`src/verilog/sefe_defines.vh`:
```
// Constants for the serial EEPROM SPI front end
`ifndef SEFE_DEFINES_VH
`define SEFE_DEFINES_VH
`define SEFE_OP_READ_STATUS   8'h05
`define SEFE_OP_LOW_POWER_POLL 8'h08
`define SEFE_OP_SET_WRITE     8'h06
`define SEFE_OP_CLEAR_WRITE   8'h04
`define SEFE_OP_WRITE_STATUS  8'h01
`define SEFE_OP_READ_ARRAY    8'h03
`define SEFE_OP_WRITE_ARRAY_A 8'h02
`define SEFE_OP_WRITE_ARRAY_B 8'h07
`define SEFE_SR_PROTECT_BIT   7
`define SEFE_SR_LATCH_BIT     1
`define SEFE_SR_BUSY_BIT      0
`define SEFE_SR_RESET         8'h00
`define SEFE_POLL_BUSY        8'hFF
`define SEFE_POLL_IDLE        8'h00
`define SEFE_FIFO_WIDTH       8
`define SEFE_FIFO_DEPTH       32
`define SEFE_FIFO_AW          5
`endif

```
`src/verilog/sefe_fifo.v`:
```
// Receive FIFO now lives beside the front end so that one design file holds all the logic

```
`src/verilog/sefe_spi_front_end.v`:
```
// SPI slave front end of a serial EEPROM: framing, opcode decode, pause, write protect
// Contract
// - Sample input on rising, shift output falling.
// - Deselected: ignore input, output tristated.
// - MSB first; first bit at first rise.
// - Return data MSB first after opcode.
// - Start on select fall; first byte opcode.
// - Invalid opcode: ignore input until reselect.
// - Pause never suspends a running write.
// - Pause begins only selected, during clock low.
// - Paused: output off, input and clock ignored.
// - Pause ends on release at clock low.
// - Deselect while paused aborts, clears latch.
// - Protect pin low plus enable blocks status writes.
// - Protect fall cancels pending status write.
// - Enable bit zero makes protect pin ignored.
// - Opcode 05h returns status register.
// - Opcode 08h returns busy poll byte.
// - Opcode 06h sets latch, 04h clears.
// - Opcode 01h writes status register.
// - Opcode 03h reads memory array.
// - Opcodes 02h and 07h write array.
// - Write enable latch zero after reset.
// - Writes refused while latch is zero.
`timescale 1ns/1ps
`include "sefe_defines.vh"
module sefe_spi_front_end (
	input  wire       clk_i,
	input  wire       rst_n_i,
	input  wire       chip_select_n_i,
	input  wire       serial_clock_i,
	input  wire       serial_in_i,
	input  wire       pause_n_i,
	input  wire       write_protect_n_i,
	output reg        serial_out_o,
	output reg        serial_out_en_o,
	input  wire       write_busy_i,
	output reg        write_start_o,
	output reg        array_read_o,
	output reg        array_write_o,
	output reg        array_abort_o,
	output reg [7:0]  array_addr_hi_o,
	input  wire [7:0] read_data_i,
	input  wire       read_valid_i,
	output reg        read_ready_o,
	output reg [7:0]  rx_data_o,
	output reg        rx_valid_o,
	input  wire       rx_ready_i,
	output reg        rx_overflow_o,
	output reg [7:0]  status_o,
	output reg        write_enable_latch_o
);
	localparam ST_IDLE    = 6'b000001;
	localparam ST_OPCODE  = 6'b000010;
	localparam ST_TXSTAT  = 6'b000100;
	localparam ST_TXARRAY = 6'b001000;
	localparam ST_RXDATA  = 6'b010000;
	localparam ST_DEAD    = 6'b100000;
	localparam [7:0] SR_RESET = `SEFE_SR_RESET;

	// Two-flop synchronisers; only the second stage is read by logic
	reg [1:0] cs_sync;
	reg [1:0] sck_sync;
	reg [1:0] si_sync;
	reg [1:0] hold_sync;
	reg [1:0] wp_sync;
	reg       sck_d;
	reg       cs_d;
	reg       wp_d;
	wire      cs_n   = cs_sync[1];
	wire      sck    = sck_sync[1];
	wire      si     = si_sync[1];
	wire      hold_n = hold_sync[1];
	wire      wp_n   = wp_sync[1];

	reg [5:0] state;
	reg [7:0] shift_in;
	reg [2:0] bit_cnt;
	reg [7:0] shift_out;
	reg       paused;
	reg       status_wr;
	reg [7:0] opcode;
	reg       fifo_in_valid;
	reg [7:0] fifo_in_data;
	reg       fifo_pop;
	reg       protect_pin_enable;
	reg [3:2] block_protect;

	wire fifo_in_ready;
	wire [7:0] fifo_out_data;
	wire fifo_out_valid;

	function is_valid_op;
		input [7:0] op;
		begin
			case (op)
				`SEFE_OP_READ_STATUS, `SEFE_OP_LOW_POWER_POLL, `SEFE_OP_SET_WRITE,
				`SEFE_OP_CLEAR_WRITE, `SEFE_OP_WRITE_STATUS, `SEFE_OP_READ_ARRAY,
				`SEFE_OP_WRITE_ARRAY_A, `SEFE_OP_WRITE_ARRAY_B:
					is_valid_op = 1'b1;
				default:
					is_valid_op = 1'b0;
			endcase
		end
	endfunction

	function [7:0] status_word;
		input       pen;
		input [3:2] bp;
		input       write_enable_latch;
		input       busy;
		begin
			status_word = {pen, {3{busy}}, bp, write_enable_latch, busy};
		end
	endfunction

	wire [7:0] status_now = status_word(protect_pin_enable, block_protect, write_enable_latch_o, write_busy_i);
	wire [7:0] poll_now   = write_busy_i ? `SEFE_POLL_BUSY : `SEFE_POLL_IDLE;
	wire       sck_rise   = sck & ~sck_d;
	wire       sck_fall   = ~sck & sck_d;
	wire       cs_fall    = ~cs_n & cs_d;
	wire       cs_rise    = cs_n & ~cs_d;
	wire       rx_bit     = sck_rise & ~paused & ~cs_n;
	wire       tx_bit     = sck_fall & ~paused & ~cs_n;
	wire [7:0] rx_byte    = {shift_in[6:0], si};
	wire       byte_done  = rx_bit & (bit_cnt == 3'h7);
	wire       protect_on = protect_pin_enable & ~wp_n;
	wire       tx_state   = (state == ST_TXSTAT) | (state == ST_TXARRAY);

	sefe_fifo #(
		.WIDTH(`SEFE_FIFO_WIDTH),
		.DEPTH(`SEFE_FIFO_DEPTH),
		.AW   (`SEFE_FIFO_AW)
	) u_rx_fifo (
		.clk_i      (clk_i),
		.rst_n_i    (rst_n_i),
		.flush_i    (cs_fall),
		.in_data_i  (fifo_in_data),
		.in_valid_i (fifo_in_valid),
		.in_ready_o (fifo_in_ready),
		.out_data_o (fifo_out_data),
		.out_valid_o(fifo_out_valid),
		.out_ready_i(fifo_pop)
	);

	always @(posedge clk_i or negedge rst_n_i) begin
		if (!rst_n_i) begin
			cs_sync   <= 2'h3;
			sck_sync  <= 2'h0;
			si_sync   <= 2'h0;
			hold_sync <= 2'h3;
			wp_sync   <= 2'h3;
			sck_d     <= 1'b0;
			cs_d      <= 1'b1;
			wp_d      <= 1'b1;
		end else begin
			cs_sync   <= {cs_sync[0], chip_select_n_i};
			sck_sync  <= {sck_sync[0], serial_clock_i};
			si_sync   <= {si_sync[0], serial_in_i};
			hold_sync <= {hold_sync[0], pause_n_i};
			wp_sync   <= {wp_sync[0], write_protect_n_i};
			sck_d     <= sck;
			cs_d      <= cs_n;
			wp_d      <= wp_n;
		end
	end

	// Pause enters and leaves while the serial clock is low; deselect clears it at any clock level
	always @(posedge clk_i or negedge rst_n_i) begin
		if (!rst_n_i)
			paused <= 1'b0;
		else if (cs_n)
			paused <= 1'b0;
		else if (!sck)
			paused <= ~hold_n;
	end

	// Drain receive FIFO into the output register toward the array engine
	always @(posedge clk_i or negedge rst_n_i) begin
		if (!rst_n_i) begin
			rx_data_o  <= 8'h00;
			rx_valid_o <= 1'b0;
			fifo_pop   <= 1'b0;
		end else begin
			fifo_pop <= 1'b0;
			if (rx_valid_o & rx_ready_i)
				rx_valid_o <= 1'b0;
			else if (!rx_valid_o & fifo_out_valid & !fifo_pop) begin
				rx_data_o  <= fifo_out_data;
				rx_valid_o <= 1'b1;
				fifo_pop   <= 1'b1;
			end
		end
	end

	always @(posedge clk_i or negedge rst_n_i) begin
		if (!rst_n_i) begin
			state                <= ST_IDLE;
			shift_in             <= 8'h00;
			bit_cnt              <= 3'h0;
			shift_out            <= 8'h00;
			opcode               <= 8'h00;
			status_wr            <= 1'b0;
			fifo_in_valid        <= 1'b0;
			fifo_in_data         <= 8'h00;
			rx_overflow_o        <= 1'b0;
			protect_pin_enable   <= SR_RESET[`SEFE_SR_PROTECT_BIT];
			block_protect        <= SR_RESET[3:2];
			read_ready_o         <= 1'b0;
			write_enable_latch_o <= 1'b0;
			write_start_o        <= 1'b0;
			array_read_o         <= 1'b0;
			array_write_o        <= 1'b0;
			array_abort_o        <= 1'b0;
			array_addr_hi_o      <= 8'h00;
			serial_out_o         <= 1'b0;
			serial_out_en_o      <= 1'b0;
			status_o             <= `SEFE_SR_RESET;
		end else begin
			fifo_in_valid <= 1'b0;
			write_start_o <= 1'b0;
			array_abort_o <= 1'b0;
			read_ready_o  <= 1'b0;
			status_o      <= status_now;
			if (cs_fall) begin
				state     <= ST_OPCODE;
				// Old opcode must not be applied again by an empty frame
				opcode    <= 8'h00;
				bit_cnt   <= 3'h0;
				shift_in  <= 8'h00;
				status_wr <= 1'b0;
				rx_overflow_o <= 1'b0;
			end else if (cs_rise) begin
				state         <= ST_IDLE;
				bit_cnt       <= 3'h0;
				array_read_o  <= 1'b0;
				array_write_o <= 1'b0;
				if (!hold_n) begin
					write_enable_latch_o <= 1'b0;
					array_abort_o        <= 1'b1;
					status_wr            <= 1'b0;
				end else if (state == ST_OPCODE && bit_cnt == 3'h0) begin
					if (opcode == `SEFE_OP_SET_WRITE)
						write_enable_latch_o <= 1'b1;
					else if (opcode == `SEFE_OP_CLEAR_WRITE)
						write_enable_latch_o <= 1'b0;
					else if (status_wr & !write_busy_i) begin
						protect_pin_enable   <= shift_in[`SEFE_SR_PROTECT_BIT];
						block_protect        <= shift_in[3:2];
						write_enable_latch_o <= 1'b0;
						write_start_o        <= 1'b1;
					end
				end else if (array_write_o) begin
					write_enable_latch_o <= 1'b0;
					write_start_o        <= 1'b1;
				end
			end else if (!cs_n) begin
				if (wp_d & ~wp_n & protect_pin_enable)
					status_wr <= 1'b0;
				if (rx_bit && state != ST_DEAD && state != ST_IDLE) begin
					shift_in <= rx_byte;
					bit_cnt  <= bit_cnt + 3'h1;
				end
				if (byte_done) begin
					case (state)
						ST_OPCODE: begin
							opcode <= rx_byte;
							if (!is_valid_op(rx_byte))
								state <= ST_DEAD;
							else if (rx_byte == `SEFE_OP_READ_STATUS) begin
								state     <= ST_TXSTAT;
								shift_out <= status_now;
							end else if (rx_byte == `SEFE_OP_LOW_POWER_POLL) begin
								state     <= ST_TXSTAT;
								shift_out <= poll_now;
							end else if (rx_byte == `SEFE_OP_READ_ARRAY) begin
								state        <= ST_RXDATA;
								array_read_o <= 1'b1;
							end else if (rx_byte == `SEFE_OP_WRITE_STATUS) begin
								state <= (write_enable_latch_o & ~protect_on) ? ST_RXDATA : ST_DEAD;
							end else if (rx_byte == `SEFE_OP_WRITE_ARRAY_A || rx_byte == `SEFE_OP_WRITE_ARRAY_B) begin
								state         <= write_enable_latch_o ? ST_RXDATA : ST_DEAD;
								array_write_o <= write_enable_latch_o;
							end
						end
						ST_RXDATA: begin
							if (opcode == `SEFE_OP_WRITE_STATUS) begin
								status_wr <= 1'b1;
								state     <= ST_OPCODE;
								bit_cnt   <= 3'h0;
							end else begin
								array_addr_hi_o <= rx_byte;
								fifo_in_data    <= rx_byte;
								fifo_in_valid   <= fifo_in_ready;
								rx_overflow_o   <= rx_overflow_o | ~fifo_in_ready;
								if (array_read_o && read_valid_i) begin
									state        <= ST_TXARRAY;
									shift_out    <= read_data_i;
									read_ready_o <= 1'b1;
								end
							end
						end
						default: begin
							// Next array byte is taken at each byte boundary while reading
							read_ready_o <= (state == ST_TXARRAY);
							shift_out <= (opcode == `SEFE_OP_LOW_POWER_POLL) ? poll_now :
								(opcode == `SEFE_OP_READ_STATUS) ? status_now : read_data_i;
						end
					endcase
				end else if (tx_bit & tx_state) begin
					serial_out_o <= shift_out[~bit_cnt];
				end
			end
			// Output driven only while selected, not paused and answering; it turns on at a falling edge
			serial_out_en_o <= ~cs_n & ~paused & tx_state & (serial_out_en_o | tx_bit);
		end
	end
endmodule

// Synchronous word FIFO with valid/ready on both sides
module sefe_fifo #(
	parameter WIDTH = 8,
	parameter DEPTH = 32,
	parameter AW    = 5
) (
	input  wire             clk_i,
	input  wire             rst_n_i,
	input  wire             flush_i,
	input  wire [WIDTH-1:0] in_data_i,
	input  wire             in_valid_i,
	output wire             in_ready_o,
	output wire [WIDTH-1:0] out_data_o,
	output wire             out_valid_o,
	input  wire             out_ready_i
);
	reg [WIDTH-1:0] mem [0:DEPTH-1];
	reg [AW-1:0]    wr_ptr;
	reg [AW-1:0]    rd_ptr;
	reg [AW:0]      count;
	wire            push = in_valid_i & in_ready_o;
	wire            pop  = out_valid_o & out_ready_i;
	assign in_ready_o  = (count != DEPTH[AW:0]);
	assign out_valid_o = (count != {(AW+1){1'b0}});
	assign out_data_o  = mem[rd_ptr];
	always @(posedge clk_i) begin
		if (push)
			mem[wr_ptr] <= in_data_i;
	end
	always @(posedge clk_i or negedge rst_n_i) begin
		if (!rst_n_i) begin
			wr_ptr <= {AW{1'b0}};
			rd_ptr <= {AW{1'b0}};
			count  <= {(AW+1){1'b0}};
		end else if (flush_i) begin
			wr_ptr <= {AW{1'b0}};
			rd_ptr <= {AW{1'b0}};
			count  <= {(AW+1){1'b0}};
		end else begin
			if (push)
				wr_ptr <= wr_ptr + 1'b1;
			if (pop)
				rd_ptr <= rd_ptr + 1'b1;
			if (push & !pop)
				count <= count + 1'b1;
			else if (pop & !push)
				count <= count - 1'b1;
		end
	end
endmodule

```
`config.mk`:
```
export PLATFORM = sky130hd
export DESIGN_NAME = sefe_spi_front_end
export DESIGN_NICKNAME = d
export VERILOG_FILES = /design/src/verilog/sefe_fifo.v /design/src/verilog/sefe_spi_front_end.v
export VERILOG_INCLUDE_DIRS = /design/src /design/src/verilog
export SDC_FILE = /design/constraint.sdc
export NUM_CORES = 1
export LEC_CHECK = 0
export ABC_CLOCK_PERIOD_IN_PS = 3900
export BUFFER_PORTS_ARGS = -buffer_cell sky130_fd_sc_hd__buf_2
export CORE_MARGIN = 1
export CORE_UTILIZATION = 45
export DETAILED_ROUTE_END_ITERATION = 16
export HOLD_SLACK_MARGIN = 0.02
export PLACE_DENSITY = 0.58
export RECOVER_POWER = 50
export SYNTH_ARGS = -nofsm -noshare
export SYNTH_HDL_FRONTEND = slang
export SYNTH_SLANG_ARGS = --single-unit
```
`constraint.sdc`:
```
create_clock -name clk_i -period 3.9 [get_ports clk_i]
set_input_delay 0.585 -clock clk_i [delete_from_list [all_inputs] [get_ports clk_i]]
set_output_delay 0.585 -clock clk_i [all_outputs]
set_load 0.01 [all_outputs]
```
==> reports/qor.csv <==
stage,metric,value,unit
timing,post-route minimum period,3.07,ns
routing,# DRC,0,
power,LEAKAGE,6.33,nW
timing,final setup fails,0,
timing,setup slack after layout,0.828,ns
timing,fmax,0.325,GHz
logic_synthesis,"flops & latches, synth",356,
timing,"Slew Viols, Final",122,
clocking,Sink Count,356,
power,VDD IR max,0.350,mV
worst_setup_path,Critical Path AT,3.47,ns
placement,dpl cell area,15600,um^2
final_layout,layout cell share with drive strength beyond 1,19.3,%
clocking,hold_buf cts,0,
worst_setup_path,CP cell instances,or4_4 > o31ai_4 > nand2_1 > ha_1 > a211oi_1 > o21bai_1 > a21oi_1 > mux2i_1 > mux2_2,
placement,number of I/O port buffers,51,
clocking,Post CTS Setup Buffer Count,0,
clocking,TritonCTS Buffers,37,
final_layout,n_diodes,0,
global_route,first-pass GRT wire length,50500,um
final_layout,final instance area,16800,um^2
global_route,number of global-route vias before repair,8285,
placement,RD Place Congestion,0.853,
worst_setup_path,type of the worst setup path,reg -> reg,
placement,post-detail-place hpwl,21600,um
worst_setup_path,r2r worst-path depth,9,
floorplanning,core footprint,32500,um^2
clocking,clk_lat worst skew,0.51,ns
timing,Clock Skew,0.0100,ns
final_layout,P&R area growth vs syn,12.8,%
worst_setup_path,"Buf+Inv Stages, Crit Path",0,
hold_path,HP Class,in -> reg,
floorplanning,die area,33700,um^2
logic_synthesis,Post-Syn Area,14800,um^2
global_route,largest net degree at the start of global routing,54,
final_layout,Multi-input gate area,4380,um^2
logic_synthesis,Syn Nets,1005,
clocking,root buf cell,clkbuf_16,
global_route,GRT overflow,0,
timing,Final Cycle Share,78.8,%
logic_synthesis,"EDFF count, synth",256,
final_layout,Nets,1065,
clocking,Longest Clk Path Bufs,3,
routing,number of DRC markers in iteration 0,605,
global_route,initial antenna violation count,0,
hold_path,Hold Path Origin,pause_n_i,
routing,Vias,8295,
floorplanning,Die X,184,um
power,Power Density,545,nW/um^2
routing,DRT Pass-1 Iters,4,
floorplanning,Initial Util,45.6,%
worst_setup_path,Setup crit start,u_rx_fifo.count[0],
clocking,clk slew on worst S/H paths,0.06,ns
routing,DR vias/cell,5.53,
flow_run,max cap viols,3,
timing,relative slew slack,-94.0,%
hold_path,hold path depth,1,
routing,Post-Route WL,33100,um
placement,Post-Place Worst Slack,0.874,ns
logic_synthesis,sequential area share after synthesis,68.7,%
worst_setup_path,CP top delay family,compound AO/OA/AOI/OAI gates,
global_route,Global Route Usage Sum,20.2,%
worst_setup_path,CP Max Fanout,6,
logic_synthesis,mean post-synth cell area,15.3,um^2
timing,unrepaired setup endpoints after global routing,no,
routing,Wirelength per Cell,22.0,um
clocking,TritonCTS clock tree,built,
timing,final hold vios,0,
logic_synthesis,asr flop ratio synth,28.1,%
logic_synthesis,Synth Flop Type,edfxtp_1,
status,failing checks,"max-capacitance violations, max-slew violations",
worst_setup_path,CP Capture Type,flip-flop,
worst_setup_path,Critical-path top delay cell,or4_4,
worst_setup_path,Crit path required time,4.30,ns
final_layout,Layout fillers,2773,
status,status,"finished, violations left",
clocking,post_cts resized,0,
logic_synthesis,Cell variety after synth,71,
final_layout,Register Area,10200,um^2
timing,Worst Max-Slew Pin Slew,2.91,ns
floorplanning,IO Pins,52,
logic_synthesis,Yosys warnings,0,
worst_setup_path,Crit. path cell count,9,
logic_synthesis,Post-Synthesis Cells,970,
worst_setup_path,reg-to-reg startpoint,u_rx_fifo.count[0],
clocking,Clock H-tree levels,2,
floorplanning,row cnt,66,
worst_setup_path,Startpoint Class,flip-flop,
routing,post-route ant nets,0,
floorplanning,Die Y-Extent,184,um
worst_setup_path,CP peak stage delay,0.58,ns
timing,setup TNS,0,ns
-- path summary, 6_finish.rpt --
kind | to | slack (ns)
hold reg to reg | sck_sync[1] | 0.35
max in group asynchronous | cs_sync[0] | 1.15
setup / recovery | u_rx_fifo.count[5] | 0.83
min in group asynchronous | serial_out_en_o | 1.01
setup reg to reg | u_rx_fifo.count[5] | 0.83
hold / removal | hold_sync[0] | 0.17
-- where the power goes --
group | switching [mW] | internal [mW] | total (mW)
clock network | 1.39 | 2.00 | 3.38
logic | 0.734 | 0.643 | 1.38
registers | 0.228 | 4.14 | 4.37
total | 2.35 | 6.78 | 9.13
-- final cells by class --
| class | instances | area share [%] |
|---|---|---|
| inverter | 16 | 0.359 |
| timing repair buffer | 70 | 2.28 |
| tap | 442 | 3.30 |
| sequential | 356 | 60.9 |
| clock inverter | 12 | 0.508 |
| multi-input combinational | 549 | 26.1 |
| clock buffer | 56 | 6.51 |
-- Yosys cell counts (2+ instances only) --
cell	instances	area [um^2]
nand3b_1	6	45.0
nor2_2	2	12.5
or3_1	3	18.8
dfrtp_1	91	2280
clkbuf_1	30	113
or2_1	2	12.5
buf_2	11	55.1
xor2_1	13	114
o31ai_1	2	15.0
edfxtp_1	256	7690
mux4_2	34	766
a22o_1	11	96.3
a22oi_1	12	90.1
mux2i_1	73	731
a21oi_1	32	160
and2_1	4	25.0
o31a_1	2	17.5
or3b_2	5	43.8
buf_4	4	30.0
o21ai_0	18	90.1
dfstp_2	9	236
o22ai_1	24	150
a2bb2oi_1	2	17.5
ha_1	16	200
xnor2_1	3	26.3
a31o_2	8	70.1
mux2_2	20	225
nand2_1	32	120
or4_1	2	15.0
a221oi_1	8	70.1
nor3b_1	3	22.5
a31oi_1	7	43.8
nand2b_1	7	43.8
nor4_1	6	37.5
nor3_1	11	55.1
or4_4	3	33.8
nand4_1	12	75.1
nand3_1	17	85.1
nor2b_1	14	87.6
a211oi_1	8	60.1
nor2_1	94	353
buf_1	3	11.3
inv_1	16	60.1
o21a_1	4	30.0
a21o_1	4	30.0
-- stage by stage --
| stage | std cells | utilization (%) | total power, mW | hold WS [ns] |
|---|---|---|---|---|
| finish | 1501 | 51.5 | 9.13 | 0.169 |
| global route | 1501 | 51.5 | 9.50 | 0.140 |
| CTS | 1501 | 51.6 | 9.23 | 0.114 |
| detailed placement | 1433 | 48.0 | 5.84 | 0.340 |
| global placement | 1433 | 48.0 | 5.82 | 0.332 |
| floorplan | 970 | - | 5.41 | 0.289 |
-- routing by layer --
metal,vias up,global-route usage [%],share of wire (%)
li1,3856,-,-
met1,4216,29.1,46
met2,180,31.6,47
met3,43,3.49,5.3
met4,0,5.50,2.0
met5,-,0,0
-- cell families (layout without fill, tap and decap cells) --
| group | Yosys count | in the layout | share of synthesized area (%) |
|---|---|---|---|
| AO/OA/AOI/OAI | 158 | 158 | 7.50 |
| multiplexers | 128 | 128 | 11.7 |
| AND/OR/NAND/NOR | 229 | 229 | 7.74 |
| buffers and inverters | 65 | 154 | 1.85 |
| XOR/XNOR | 17 | 17 | 1.05 |
| adder cells (fa/ha/maj) | 17 | 17 | 1.48 |
| flip-flops | 356 | 356 | 68.7 |
-- cells in the final DEF (no fill, tap or decap), types with 11 or more instances in the layout --
cell type,n
nand3_1,17
xor2_1,13
nand4_1,12
a22oi_1,12
nor2b_1,14
clkbuf_16,39
mux2_2,20
buf_2,49
nor3_1,11
a22o_1,11
a21oi_1,32
inv_1,16
clkbuf_1,23
mux4_2,34
o21ai_0,18
nand2_1,32
edfxtp_1,256
nor2_1,94
mux2i_1,73
o22ai_1,24
dfrtp_1,90
ha_1,16
-- worst register-to-register path, cell delays in order (launching register included) --
cell and delay [ns]:
dfrtp_1 0.43, or4_4 0.58, o31ai_4 0.30, nand2_1 0.21, ha_1 0.34, a211oi_1 0.24, o21bai_1 0.11, a21oi_1 0.18
mux2i_1 0.22, mux2_2 0.35
-- sequential cells by signal, summed over array words and instances (netlist names), 6 cells and up --
signal,cells
rx_data_o,8
state,6
opcode,8
shift_in,8
u_rx_fifo.count,6
shift_out,8
fifo_in_data,8
u_rx_fifo.mem,256
(Power assumes the default switching activity.)
